File: src/pkg/gcac_consts.vh
`ifndef GCAC_CONSTS_VH
`define GCAC_CONSTS_VH
// byte addresses seen in a serial frame
`define GCAC_ADR_XOUT 7'h04
`define GCAC_ADR_YOUT 7'h06
`define GCAC_ADR_XPK 7'h0c
`define GCAC_ADR_YPK 7'h0e
`define GCAC_ADR_XNULL 7'h10
`define GCAC_ADR_YNULL 7'h12
`define GCAC_ADR_XSCL 7'h14
`define GCAC_ADR_YSCL 7'h16
`define GCAC_ADR_XYPK 7'h1a
`define GCAC_ADR_STAT 7'h3c
`define GCAC_ADR_CMDLO 7'h3e
`define GCAC_ADR_CMDHI 7'h3f
// command bit positions
`define GCAC_CB_ANULL 0
`define GCAC_CB_FRST 1
`define GCAC_CB_DACL 2
`define GCAC_CB_FLUPD 3
`define GCAC_CB_STCLR 4
`define GCAC_CB_PKCLR 5
`define GCAC_CB_CPCOPY 6
`define GCAC_CB_SWRST 7
`define GCAC_CB_CBCLR 8
`define GCAC_CB_CFCLR 9
`define GCAC_CB_CPTR 10
// status bit positions
`define GCAC_ST_FLERR 2
`define GCAC_ST_ANBUSY 6
`define GCAC_ST_FLBUSY 7
// reset and load values
`define GCAC_RST_SCALE 12'h800
`define GCAC_RST_NULL 12'h000
`define GCAC_CPTR_INIT 16'h0001
`define GCAC_PEAK_CLR 14'h0000
// timing
`define GCAC_CLK_KHZ 50000
`define GCAC_FLUPD_MS 50
`define GCAC_CPCOPY_MS 120
`define GCAC_AN_SAMPLES 7'd64
`endif

File: src/design/gcac_core.v
`timescale 1ns/100ps
`include "gcac_consts.vh"
module gcac_core #(
  parameter [22:0] FLUPD_CYC = `GCAC_FLUPD_MS * `GCAC_CLK_KHZ,
  parameter [22:0] CPCOPY_CYC = `GCAC_CPCOPY_MS * `GCAC_CLK_KHZ
) (
  input wire CLK_SYS,
  input wire SRST,
  input wire CE,
  input wire SCLK,
  input wire CS_N,
  input wire DIN,
  input wire [13:0] X_RAW,
  input wire [13:0] Y_RAW,
  input wire [13:0] XY_RSS,
  input wire SAMPLE_VALID,
  input wire FLASH_FAIL,
  output reg DOUT,
  output reg DOUT_OE,
  output reg [13:0] X_CAL_OUT,
  output reg [13:0] Y_CAL_OUT,
  output reg CAL_VALID,
  output reg [13:0] X_PEAK_OUT,
  output reg [13:0] Y_PEAK_OUT,
  output reg [13:0] XY_PEAK_OUT,
  output reg FLASH_BUSY,
  output reg SW_RESET_P,
  output reg DAC_LATCH_P,
  output reg CPTR_LOAD_P,
  output reg [15:0] CPTR_VALUE,
  output reg CBUF_CLR_P,
  output reg CFLASH_CLR_P,
  output reg CFLASH_COPY_P,
  output reg STATUS_CLR_P
);

////////////////////////////////////////////////////////////////
// arithmetic helpers

// signed 14-bit times unsigned 12-bit scale, plus null, saturated
function [13:0] gcac_cal;
  input [13:0] raw;
  input [11:0] scl;
  input [11:0] nul;
  reg signed [26:0] prod;
  reg signed [16:0] sum;
  begin
    prod = $signed(raw) * $signed({1'b0, scl});
    // 0x800 is unity, so drop eleven fraction bits
    sum = $signed({prod[26], prod[26:11]}) + $signed({{5{nul[11]}}, nul});
    if (sum[16:13] == 4'h0 || sum[16:13] == 4'hf)
      gcac_cal = sum[13:0];
    else if (sum[16])
      gcac_cal = 14'h2000; // clamp negative
    else
      gcac_cal = 14'h1fff; // clamp positive
  end
endfunction

// magnitude; -8192 becomes 8192, still fits unsigned 14 bits
function [13:0] gcac_abs;
  input [13:0] v;
  begin
    gcac_abs = v[13] ? (14'h0000 - v) : v;
  end
endfunction

// negated mean of 64 samples, saturated to the 12-bit null range
function [11:0] gcac_null;
  input [19:0] acc;
  reg [14:0] neg;
  begin
    neg = 15'h0000 - {acc[19], acc[19:6]};
    if (neg[14:11] == 4'h0 || neg[14:11] == 4'hf)
      gcac_null = neg[11:0];
    else if (neg[14])
      gcac_null = 12'h800;
    else
      gcac_null = 12'h7ff;
  end
endfunction

////////////////////////////////////////////////////////////////
// state

reg [2:0] s1_r; // first sync stage {din,cs_n,sclk}
reg [2:0] s2_r; // second stage
reg [2:0] s3_r; // third stage
reg [2:0] pf_r; // filtered pins
reg [2:0] pp_r; // filtered pins, one cycle old
reg [4:0] bit_cnt_r; // rising edges in frame
reg [15:0] rx_r; // incoming shift
reg [15:0] tx_r; // outgoing shift
reg [6:0] rd_adr_r; // address for next frame's read
reg [11:0] xnull_r; // x offset null
reg [11:0] ynull_r; // y offset null
reg [11:0] xscl_r; // x gain trim
reg [11:0] yscl_r; // y gain trim
reg [11:0] xnull_nv_r; // stored copies
reg [11:0] ynull_nv_r;
reg [11:0] xscl_nv_r;
reg [11:0] yscl_nv_r;
reg [22:0] fl_cnt_r; // flash busy countdown
reg fl_upd_r; // running op is register save
reg fl_fail_r; // supply fault seen during save
reg fl_err_r; // sticky flash error
reg an_busy_r; // autonull collecting
reg [6:0] an_cnt_r; // samples taken
reg [19:0] an_xacc_r; // x sum
reg [19:0] an_yacc_r; // y sum

////////////////////////////////////////////////////////////////
// decode

wire [2:0] pins = {DIN, CS_N, SCLK};
wire sclk_f = pf_r[0];
wire cs_f = pf_r[1];
wire din_f = pf_r[2];
wire sclk_rise = sclk_f & ~pp_r[0] & ~cs_f;
wire sclk_fall = ~sclk_f & pp_r[0] & ~cs_f;
wire cs_fall = ~cs_f & pp_r[1];
wire [15:0] fw = {rx_r[14:0], din_f};
wire frame_done = sclk_rise & (bit_cnt_r == 5'd15);
wire wr_stb = frame_done & fw[15];
wire [6:0] wr_adr = fw[14:8];
wire [7:0] wr_dat = fw[7:0];
wire fl_busy = (fl_cnt_r != 23'h000000);
// flash-related work needs an idle flash and a clear error
wire fl_ok = ~fl_busy & ~fl_err_r;
wire [13:0] x_c = gcac_cal(X_RAW, xscl_r, xnull_r);
wire [13:0] y_c = gcac_cal(Y_RAW, yscl_r, ynull_r);

reg [15:0] cmd; // command bits written this cycle
reg [15:0] rdat; // word for the read port
reg rd_stat; // this load reads the status register

// each byte of the command word acts on its own write
always @* begin
  cmd = 16'h0000;
  if (wr_stb && wr_adr == `GCAC_ADR_CMDLO)
    cmd = {8'h00, wr_dat};
  else if (wr_stb && wr_adr == `GCAC_ADR_CMDHI)
    cmd = {5'h00, wr_dat[2:0], 8'h00};
end

// read mux, unused upper bits read zero
always @* begin
  rdat = 16'h0000;
  rd_stat = 1'b0;
  case ({rd_adr_r[6:1], 1'b0})
    `GCAC_ADR_XOUT: rdat = {2'h0, X_CAL_OUT};
    `GCAC_ADR_YOUT: rdat = {2'h0, Y_CAL_OUT};
    `GCAC_ADR_XPK: rdat = {2'h0, X_PEAK_OUT};
    `GCAC_ADR_YPK: rdat = {2'h0, Y_PEAK_OUT};
    `GCAC_ADR_XYPK: rdat = {2'h0, XY_PEAK_OUT};
    `GCAC_ADR_XNULL: rdat = {4'h0, xnull_r};
    `GCAC_ADR_YNULL: rdat = {4'h0, ynull_r};
    `GCAC_ADR_XSCL: rdat = {4'h0, xscl_r};
    `GCAC_ADR_YSCL: rdat = {4'h0, yscl_r};
    `GCAC_ADR_STAT: begin
      rd_stat = 1'b1;
      rdat[`GCAC_ST_FLERR] = fl_err_r;
      rdat[`GCAC_ST_ANBUSY] = an_busy_r;
      rdat[`GCAC_ST_FLBUSY] = fl_busy;
    end
    default: rdat = 16'h0000; // unmapped and command read zero
  endcase
end

////////////////////////////////////////////////////////////////
// serial port

// three stages; a pin change counts once stages two and three agree
always @(posedge CLK_SYS) begin
  if (SRST) begin
    // idle pin levels, so no false edge follows reset
    s1_r <= 3'h3;
    s2_r <= 3'h3;
    s3_r <= 3'h3;
    pf_r <= 3'h3;
    pp_r <= 3'h3;
  end else if (CE) begin
    s1_r <= pins;
    s2_r <= s1_r;
    s3_r <= s2_r;
    pf_r <= (s2_r & ~(s2_r ^ s3_r)) | (pf_r & (s2_r ^ s3_r));
    pp_r <= pf_r;
  end
end

// frame: write flag, 7-bit address, 8 data bits; reads answer next frame
always @(posedge CLK_SYS) begin
  if (SRST) begin
    bit_cnt_r <= 5'h00;
    rx_r <= 16'h0000;
    tx_r <= 16'h0000;
    rd_adr_r <= 7'h00;
    DOUT <= 1'b0;
    DOUT_OE <= 1'b0;
  end else if (CE) begin
    DOUT_OE <= ~cs_f;
    if (cs_f) begin
      bit_cnt_r <= 5'h00; // deselect aborts a partial frame
    end else if (cs_fall) begin
      bit_cnt_r <= 5'h00;
      tx_r <= rdat;
    end else begin
      if (sclk_rise) begin
        rx_r <= fw;
        bit_cnt_r <= frame_done ? 5'h00 : bit_cnt_r + 5'h01;
      end
      if (sclk_fall) begin
        // shift out on falling, host samples on rising
        DOUT <= tx_r[15];
        tx_r <= {tx_r[14:0], 1'b0};
      end
    end
    if (frame_done && !fw[15])
      rd_adr_r <= wr_adr;
  end
end

////////////////////////////////////////////////////////////////
// calibration registers and autonull

// priority: reload, factory restore, autonull result, host write
always @(posedge CLK_SYS) begin
  if (SRST) begin
    xnull_r <= `GCAC_RST_NULL;
    ynull_r <= `GCAC_RST_NULL;
    xscl_r <= `GCAC_RST_SCALE;
    yscl_r <= `GCAC_RST_SCALE;
    an_busy_r <= 1'b0;
    an_cnt_r <= 7'h00;
    an_xacc_r <= 20'h00000;
    an_yacc_r <= 20'h00000;
  end else if (CE) begin
    if (cmd[`GCAC_CB_SWRST]) begin
      xnull_r <= xnull_nv_r;
      ynull_r <= ynull_nv_r;
      xscl_r <= xscl_nv_r;
      yscl_r <= yscl_nv_r;
      an_busy_r <= 1'b0;
    end else if (cmd[`GCAC_CB_FRST]) begin
      xnull_r <= `GCAC_RST_NULL;
      ynull_r <= `GCAC_RST_NULL;
      xscl_r <= `GCAC_RST_SCALE;
      yscl_r <= `GCAC_RST_SCALE;
      an_busy_r <= 1'b0;
    end else if (an_busy_r) begin
      if (an_cnt_r == `GCAC_AN_SAMPLES) begin
        // opposite of the mean, same lsb as output
        xnull_r <= gcac_null(an_xacc_r);
        ynull_r <= gcac_null(an_yacc_r);
        an_busy_r <= 1'b0;
      end else if (SAMPLE_VALID) begin
        // raw data so the current null does not skew the mean
        an_xacc_r <= an_xacc_r + {{6{X_RAW[13]}}, X_RAW};
        an_yacc_r <= an_yacc_r + {{6{Y_RAW[13]}}, Y_RAW};
        an_cnt_r <= an_cnt_r + 7'h01;
      end
    end else if (cmd[`GCAC_CB_ANULL]) begin
      an_busy_r <= 1'b1;
      an_cnt_r <= 7'h00;
      an_xacc_r <= 20'h00000;
      an_yacc_r <= 20'h00000;
    end else if (wr_stb) begin
      // byte writes; bits 15:12 are dropped
      case (wr_adr)
        `GCAC_ADR_XNULL: xnull_r[7:0] <= wr_dat;
        `GCAC_ADR_XNULL + 7'h01: xnull_r[11:8] <= wr_dat[3:0];
        `GCAC_ADR_YNULL: ynull_r[7:0] <= wr_dat;
        `GCAC_ADR_YNULL + 7'h01: ynull_r[11:8] <= wr_dat[3:0];
        `GCAC_ADR_XSCL: xscl_r[7:0] <= wr_dat;
        `GCAC_ADR_XSCL + 7'h01: xscl_r[11:8] <= wr_dat[3:0];
        `GCAC_ADR_YSCL: yscl_r[7:0] <= wr_dat;
        `GCAC_ADR_YSCL + 7'h01: yscl_r[11:8] <= wr_dat[3:0];
        default: ;
      endcase
    end
  end
end

////////////////////////////////////////////////////////////////
// flash sequencing and status

// one timer serves both long operations; they never overlap
always @(posedge CLK_SYS) begin
  if (SRST) begin
    xnull_nv_r <= `GCAC_RST_NULL;
    ynull_nv_r <= `GCAC_RST_NULL;
    xscl_nv_r <= `GCAC_RST_SCALE;
    yscl_nv_r <= `GCAC_RST_SCALE;
    fl_cnt_r <= 23'h000000;
    fl_upd_r <= 1'b0;
    fl_fail_r <= 1'b0;
    fl_err_r <= 1'b0;
  end else if (CE) begin
    if (fl_busy) begin
      fl_cnt_r <= fl_cnt_r - 23'h000001;
      fl_fail_r <= fl_fail_r | FLASH_FAIL;
    end
    if (fl_ok && cmd[`GCAC_CB_FLUPD]) begin
      fl_cnt_r <= FLUPD_CYC;
      fl_upd_r <= 1'b1;
      fl_fail_r <= FLASH_FAIL;
    end else if (fl_ok && cmd[`GCAC_CB_CPCOPY]) begin
      fl_cnt_r <= CPCOPY_CYC;
      fl_upd_r <= 1'b0;
      fl_fail_r <= 1'b0;
    end
    // commit at the end; a supply fault keeps the old copy
    if (fl_upd_r && fl_cnt_r == 23'h000001) begin
      if (fl_fail_r || FLASH_FAIL) begin
        fl_err_r <= 1'b1;
      end else begin
        xnull_nv_r <= xnull_r;
        ynull_nv_r <= ynull_r;
        xscl_nv_r <= xscl_r;
        yscl_nv_r <= yscl_r;
      end
    end else if (cmd[`GCAC_CB_STCLR] || cmd[`GCAC_CB_SWRST]) begin
      fl_err_r <= 1'b0;
    end else if (cs_fall && rd_stat) begin
      fl_err_r <= 1'b0;
    end
  end
end

////////////////////////////////////////////////////////////////
// command pulses

// one-cycle strobes to the capture, dac and processor logic
always @(posedge CLK_SYS) begin
  if (SRST) begin
    SW_RESET_P <= 1'b0;
    DAC_LATCH_P <= 1'b0;
    CPTR_LOAD_P <= 1'b0;
    CPTR_VALUE <= `GCAC_CPTR_INIT;
    CBUF_CLR_P <= 1'b0;
    CFLASH_CLR_P <= 1'b0;
    CFLASH_COPY_P <= 1'b0;
    STATUS_CLR_P <= 1'b0;
    FLASH_BUSY <= 1'b0;
  end else if (CE) begin
    SW_RESET_P <= cmd[`GCAC_CB_SWRST];
    DAC_LATCH_P <= cmd[`GCAC_CB_DACL];
    CPTR_LOAD_P <= cmd[`GCAC_CB_CPTR];
    CPTR_VALUE <= `GCAC_CPTR_INIT;
    CBUF_CLR_P <= cmd[`GCAC_CB_CBCLR];
    // erase is flash work too, so it is dropped unless the flash is idle and error-free
    CFLASH_CLR_P <= cmd[`GCAC_CB_CFCLR] & fl_ok;
    CFLASH_COPY_P <= cmd[`GCAC_CB_CPCOPY] & fl_ok
      & ~cmd[`GCAC_CB_FLUPD];
    STATUS_CLR_P <= cmd[`GCAC_CB_STCLR];
    FLASH_BUSY <= fl_busy;
  end
end

////////////////////////////////////////////////////////////////
// calibrated outputs and peaks

// a sample in a peak-clear cycle is compared against zero, so it is kept; on software reset it meets the old peak
always @(posedge CLK_SYS) begin
  if (SRST) begin
    X_CAL_OUT <= 14'h0000;
    Y_CAL_OUT <= 14'h0000;
    CAL_VALID <= 1'b0;
    X_PEAK_OUT <= `GCAC_PEAK_CLR;
    Y_PEAK_OUT <= `GCAC_PEAK_CLR;
    XY_PEAK_OUT <= `GCAC_PEAK_CLR;
  end else if (CE) begin
    CAL_VALID <= SAMPLE_VALID;
    if (cmd[`GCAC_CB_PKCLR] || cmd[`GCAC_CB_SWRST]) begin
      X_PEAK_OUT <= `GCAC_PEAK_CLR;
      Y_PEAK_OUT <= `GCAC_PEAK_CLR;
      XY_PEAK_OUT <= `GCAC_PEAK_CLR;
    end
    if (SAMPLE_VALID) begin
      X_CAL_OUT <= x_c;
      Y_CAL_OUT <= y_c;
      if (gcac_abs(x_c) > gcac_abs(cmd[`GCAC_CB_PKCLR] ? 14'h0000 : X_PEAK_OUT))
        X_PEAK_OUT <= x_c;
      if (gcac_abs(y_c) > gcac_abs(cmd[`GCAC_CB_PKCLR] ? 14'h0000 : Y_PEAK_OUT))
        Y_PEAK_OUT <= y_c;
      if (XY_RSS > (cmd[`GCAC_CB_PKCLR] ? 14'h0000 : XY_PEAK_OUT))
        XY_PEAK_OUT <= XY_RSS;
    end
  end
end

endmodule // gcac_core

File: config.mk
export PLATFORM = sky130hd
export DESIGN_NAME = gcac_core
export DESIGN_NICKNAME = d
export VERILOG_FILES = /design/src/design/gcac_core.v
export VERILOG_INCLUDE_DIRS = /design/src /design/src/pkg
export SDC_FILE = /design/constraint.sdc
export NUM_CORES = 2
export LEC_CHECK = 0
export ABC_AREA = 0
export BUFFER_PORTS_ARGS = -buffer_cell sky130_fd_sc_hd__buf_2
export CAP_MARGIN = 10
export CORE_ASPECT_RATIO = 0.75
export CORE_MARGIN = 10
export CORE_UTILIZATION = 45
export DETAILED_ROUTE_END_ITERATION = 8
export PLACE_DENSITY = 0.64
export SETUP_SLACK_MARGIN = 0.2
export SLEW_MARGIN = 20
export SYNTH_ARGS = -nofsm -noshare
export SYNTH_HDL_FRONTEND = slang
export SYNTH_SLANG_ARGS = --single-unit
export TNS_END_PERCENT = 5
File: constraint.sdc
create_clock -name CLK_SYS -period 35.4 [get_ports CLK_SYS]
set_clock_uncertainty 0.05 [all_clocks]
set_input_delay 7.08 -clock CLK_SYS [delete_from_list [all_inputs] [get_ports CLK_SYS]]
set_output_delay 7.08 -clock CLK_SYS [all_outputs]
set_load 0.01 [all_outputs]
==> impl_metrics.toml <==
[place]
gp_congestion = 0.8973
port_buffers = 130
dp_hpwl_mm = 71.81

[floorplan]
core_mm2 = 0.07063
ios = 147
die_y_um = 252.0
start_util = 0.4572
die_w_um = 329.3
rows = 84
die_area_mm2 = 0.08299

[sta]
final_hold_viol_count = 0
fin_hold_ws_ns = 0.4012
max-slew-margin-rel = 0.2750
worstMarginPinSlew_ns = 1.088
rsz0062_at_grt = "no"
totalNegativeSetupSlack_ns = 0
drv_slew = 0
finalSetupViolCount = 0
fmax_ghz = 0.05247
final.min_clock_period_ns = 19.06
post-route-period-util = 0.5384

[cells_and_area]
drive_gt1_frac = 0.07360
final_nets = 4637
mostFrequentLayoutCell = "nand2_1"
layout_common_cells = "nand2_1 (510), inv_1 (489), a21oi_1 (356), nor2_1 (333), fa_1 (318)"
syn2layout_area_growth_pct = 7.625

[clock_network]
clk_pin_slew_ns = 0.06
cts_resized = 0
cts_tree = "done"
cts.sinks = 307
htreeDepth = 2
cts_hold_buf = 0
cts_setup_buffers = 0
clk_latency_ns = 0.57
clockBufferDepth = 3
ctsRootBufferMaster = "clkbuf_16"
cts_buffers = 35

[grt]
grt_use_total = 0.2223
grt_pass1_vias = 26860
grt_max_degree = 101
grt-ovfl-total = 0
antenna_found_initial = 3
grt_pass1_wl_mm = 150.3

[setup_path]
path_max_fanout = 13
endpoint_kind = "register"
cpLargestDelayFamily = "compound AO/OA/AOI/OAI gates"
cp.buffers_inverters = 7
crit_arrival_ns = 19.50
crit_required_ns = 35.85
critPathKind = "primary input to register"
crit_slowest_cell = "a2111oi_2"
reg2regPathDepth = 51
cp.depth = 52
worst_path_largest_cell_delay_ns = 0.74
start_kind = "primary input"

[drt]
drt-wirelength-per-cell_um = 18.71
vias = 27900
drt_wl_total_mm = 93.47
first_pass_iters = 6
drtIter0Drc = 2570
drc = 0
avgViaCountPerCell = 5.584
antenna_left = 0

[run]
max_cap_violations = 0

[logic_synthesis]
seq_area_frac_synth = 0.1903
avgSynthCellArea_um2 = 8.003
synthArstFlopShare = 0
syn-cell-area_mm2 = 0.03229
yosysUniqueCellTypes = 90
synth_ff_type = "dfxtp_1"
synth.area.top_cells = "fa_1 (20%), dfxtp_1 (19%), ha_1 (9.5%), nand2_1 (5.9%), inv_1 (5.7%)"
synth_largest_area_cell = "fa_1"
synth-edff-count = 0
synthCells = 4035
ys_ff_latch = 307
synth_top_area_frac = 0.1971
yosysWarnings = 0

[hold_path]
min_delay_path_depth = 2
hold_class = "register to register"

[power_and_ir_drop]
ir_drop_mv = 0.02549
p_leak_nw = 15.72
cellPowerDensity_mw_per_mm2 = 25.07

[run_status]
status = "finished, final reports clean"
-- worst register-to-register path: cells and delay by family (launching register included) --
family	cells	cell delay (ns)
compound gates	23	5.44
flops	1	0.89
simple gates	13	2.68
fa+ha+maj	9	3.38
buf+inv	6	0.59
-- path summary, 6_finish.rpt --
path	from	endpoint	slack, ns
max reg2reg	yscl_r[1]	Y_PEAK_OUT[5]	22.31
max	Y_RAW[8]	Y_PEAK_OUT[5]	16.34
min	yscl_nv_r[2]	yscl_nv_r[2]	0.40
min reg2reg	yscl_nv_r[2]	yscl_nv_r[2]	0.40
-- report_power, final --
group | switching [mW] | internal [mW]
Sequential | 0.00991 | 0.351
Combinational | 0.0786 | 0.0462
Clock | 0.159 | 0.227
Total | 0.247 | 0.624
-- cell usage after synthesis, types with 37 or more instances --
| cell | count |
|---|---|
| a22oi_1 | 61 |
| clkbuf_1 | 194 |
| xor2_1 | 44 |
| o21ai_0 | 131 |
| a211oi_1 | 73 |
| xnor2_1 | 104 |
| inv_1 | 489 |
| fa_1 | 318 |
| a21oi_1 | 356 |
| ha_1 | 245 |
| nand2_1 | 510 |
| and2_1 | 181 |
| dfxtp_1 | 307 |
| nand3_1 | 64 |
| nor2b_1 | 37 |
| nor2_1 | 335 |
| nor3_1 | 56 |
-- metrics by stage --
step / power (mW) / std cells / instance area (µm²) / util / worst slack (ns)
after floorplan: 0.4518 / 4049 / 32350 / - / 17.37
after global placement: 0.4902 / 4933 / 33540 / 0.4749 / 16.03
after detailed placement: 0.4909 / 4933 / 33540 / 0.4749 / 15.86
after CTS: 0.8746 / 4995 / 34740 / 0.4919 / 16.41
after global routing: 0.9056 / 4995 / 34750 / 0.4921 / 15.35
final: 0.8713 / 4996 / 34760 / 0.4921 / 16.34
-- registers in the layout, summed over array words and instances, names as in the netlist, 14 cells and up, named ones only --
register and cells:
Y_CAL_OUT 14, Y_PEAK_OUT 14, tx_r 16, X_CAL_OUT 14
an_xacc_r 20, rx_r 15, XY_PEAK_OUT 14, X_PEAK_OUT 14
an_yacc_r 20, fl_cnt_r 23
-- cell type report --
class	count	area, µm²
Antenna cell	1	2.502
Multi-Input combinational cell	3019	23420
Fill cell	6916	35870
Sequential cell	307	6147
Clock buffer	41	929.6
Inverter	490	1839
Tap cell	946	1184
Timing Repair Buffer	171	967.2
Clock inverter	21	266.5
-- layer usage --
metal | vias to the layer above | track usage | share of wire
met4 | 0 | 0.04410 | 0.019
met5 | - | 0 | 0
met1 | 13500 | 0.3206 | 0.46
li1 | 13390 | - | -
met3 | 119 | 0.03627 | 0.077
met2 | 893 | 0.3476 | 0.44
-- logic make-up (layout without fill, tap and decap cells) --
kind of cell	count (synthesis)	count (layout)	share of synthesized area
simple gates	1379	1379	0.2003
compound gates	853	853	0.1668
buf+inv	723	723	0.08702
fa+ha+maj	563	563	0.2921
flops	307	307	0.1903
xor+xnor	148	148	0.04014
mux	60	60	0.02309
other cells	2	17	0.0002326
(Power assumes the default switching activity.)
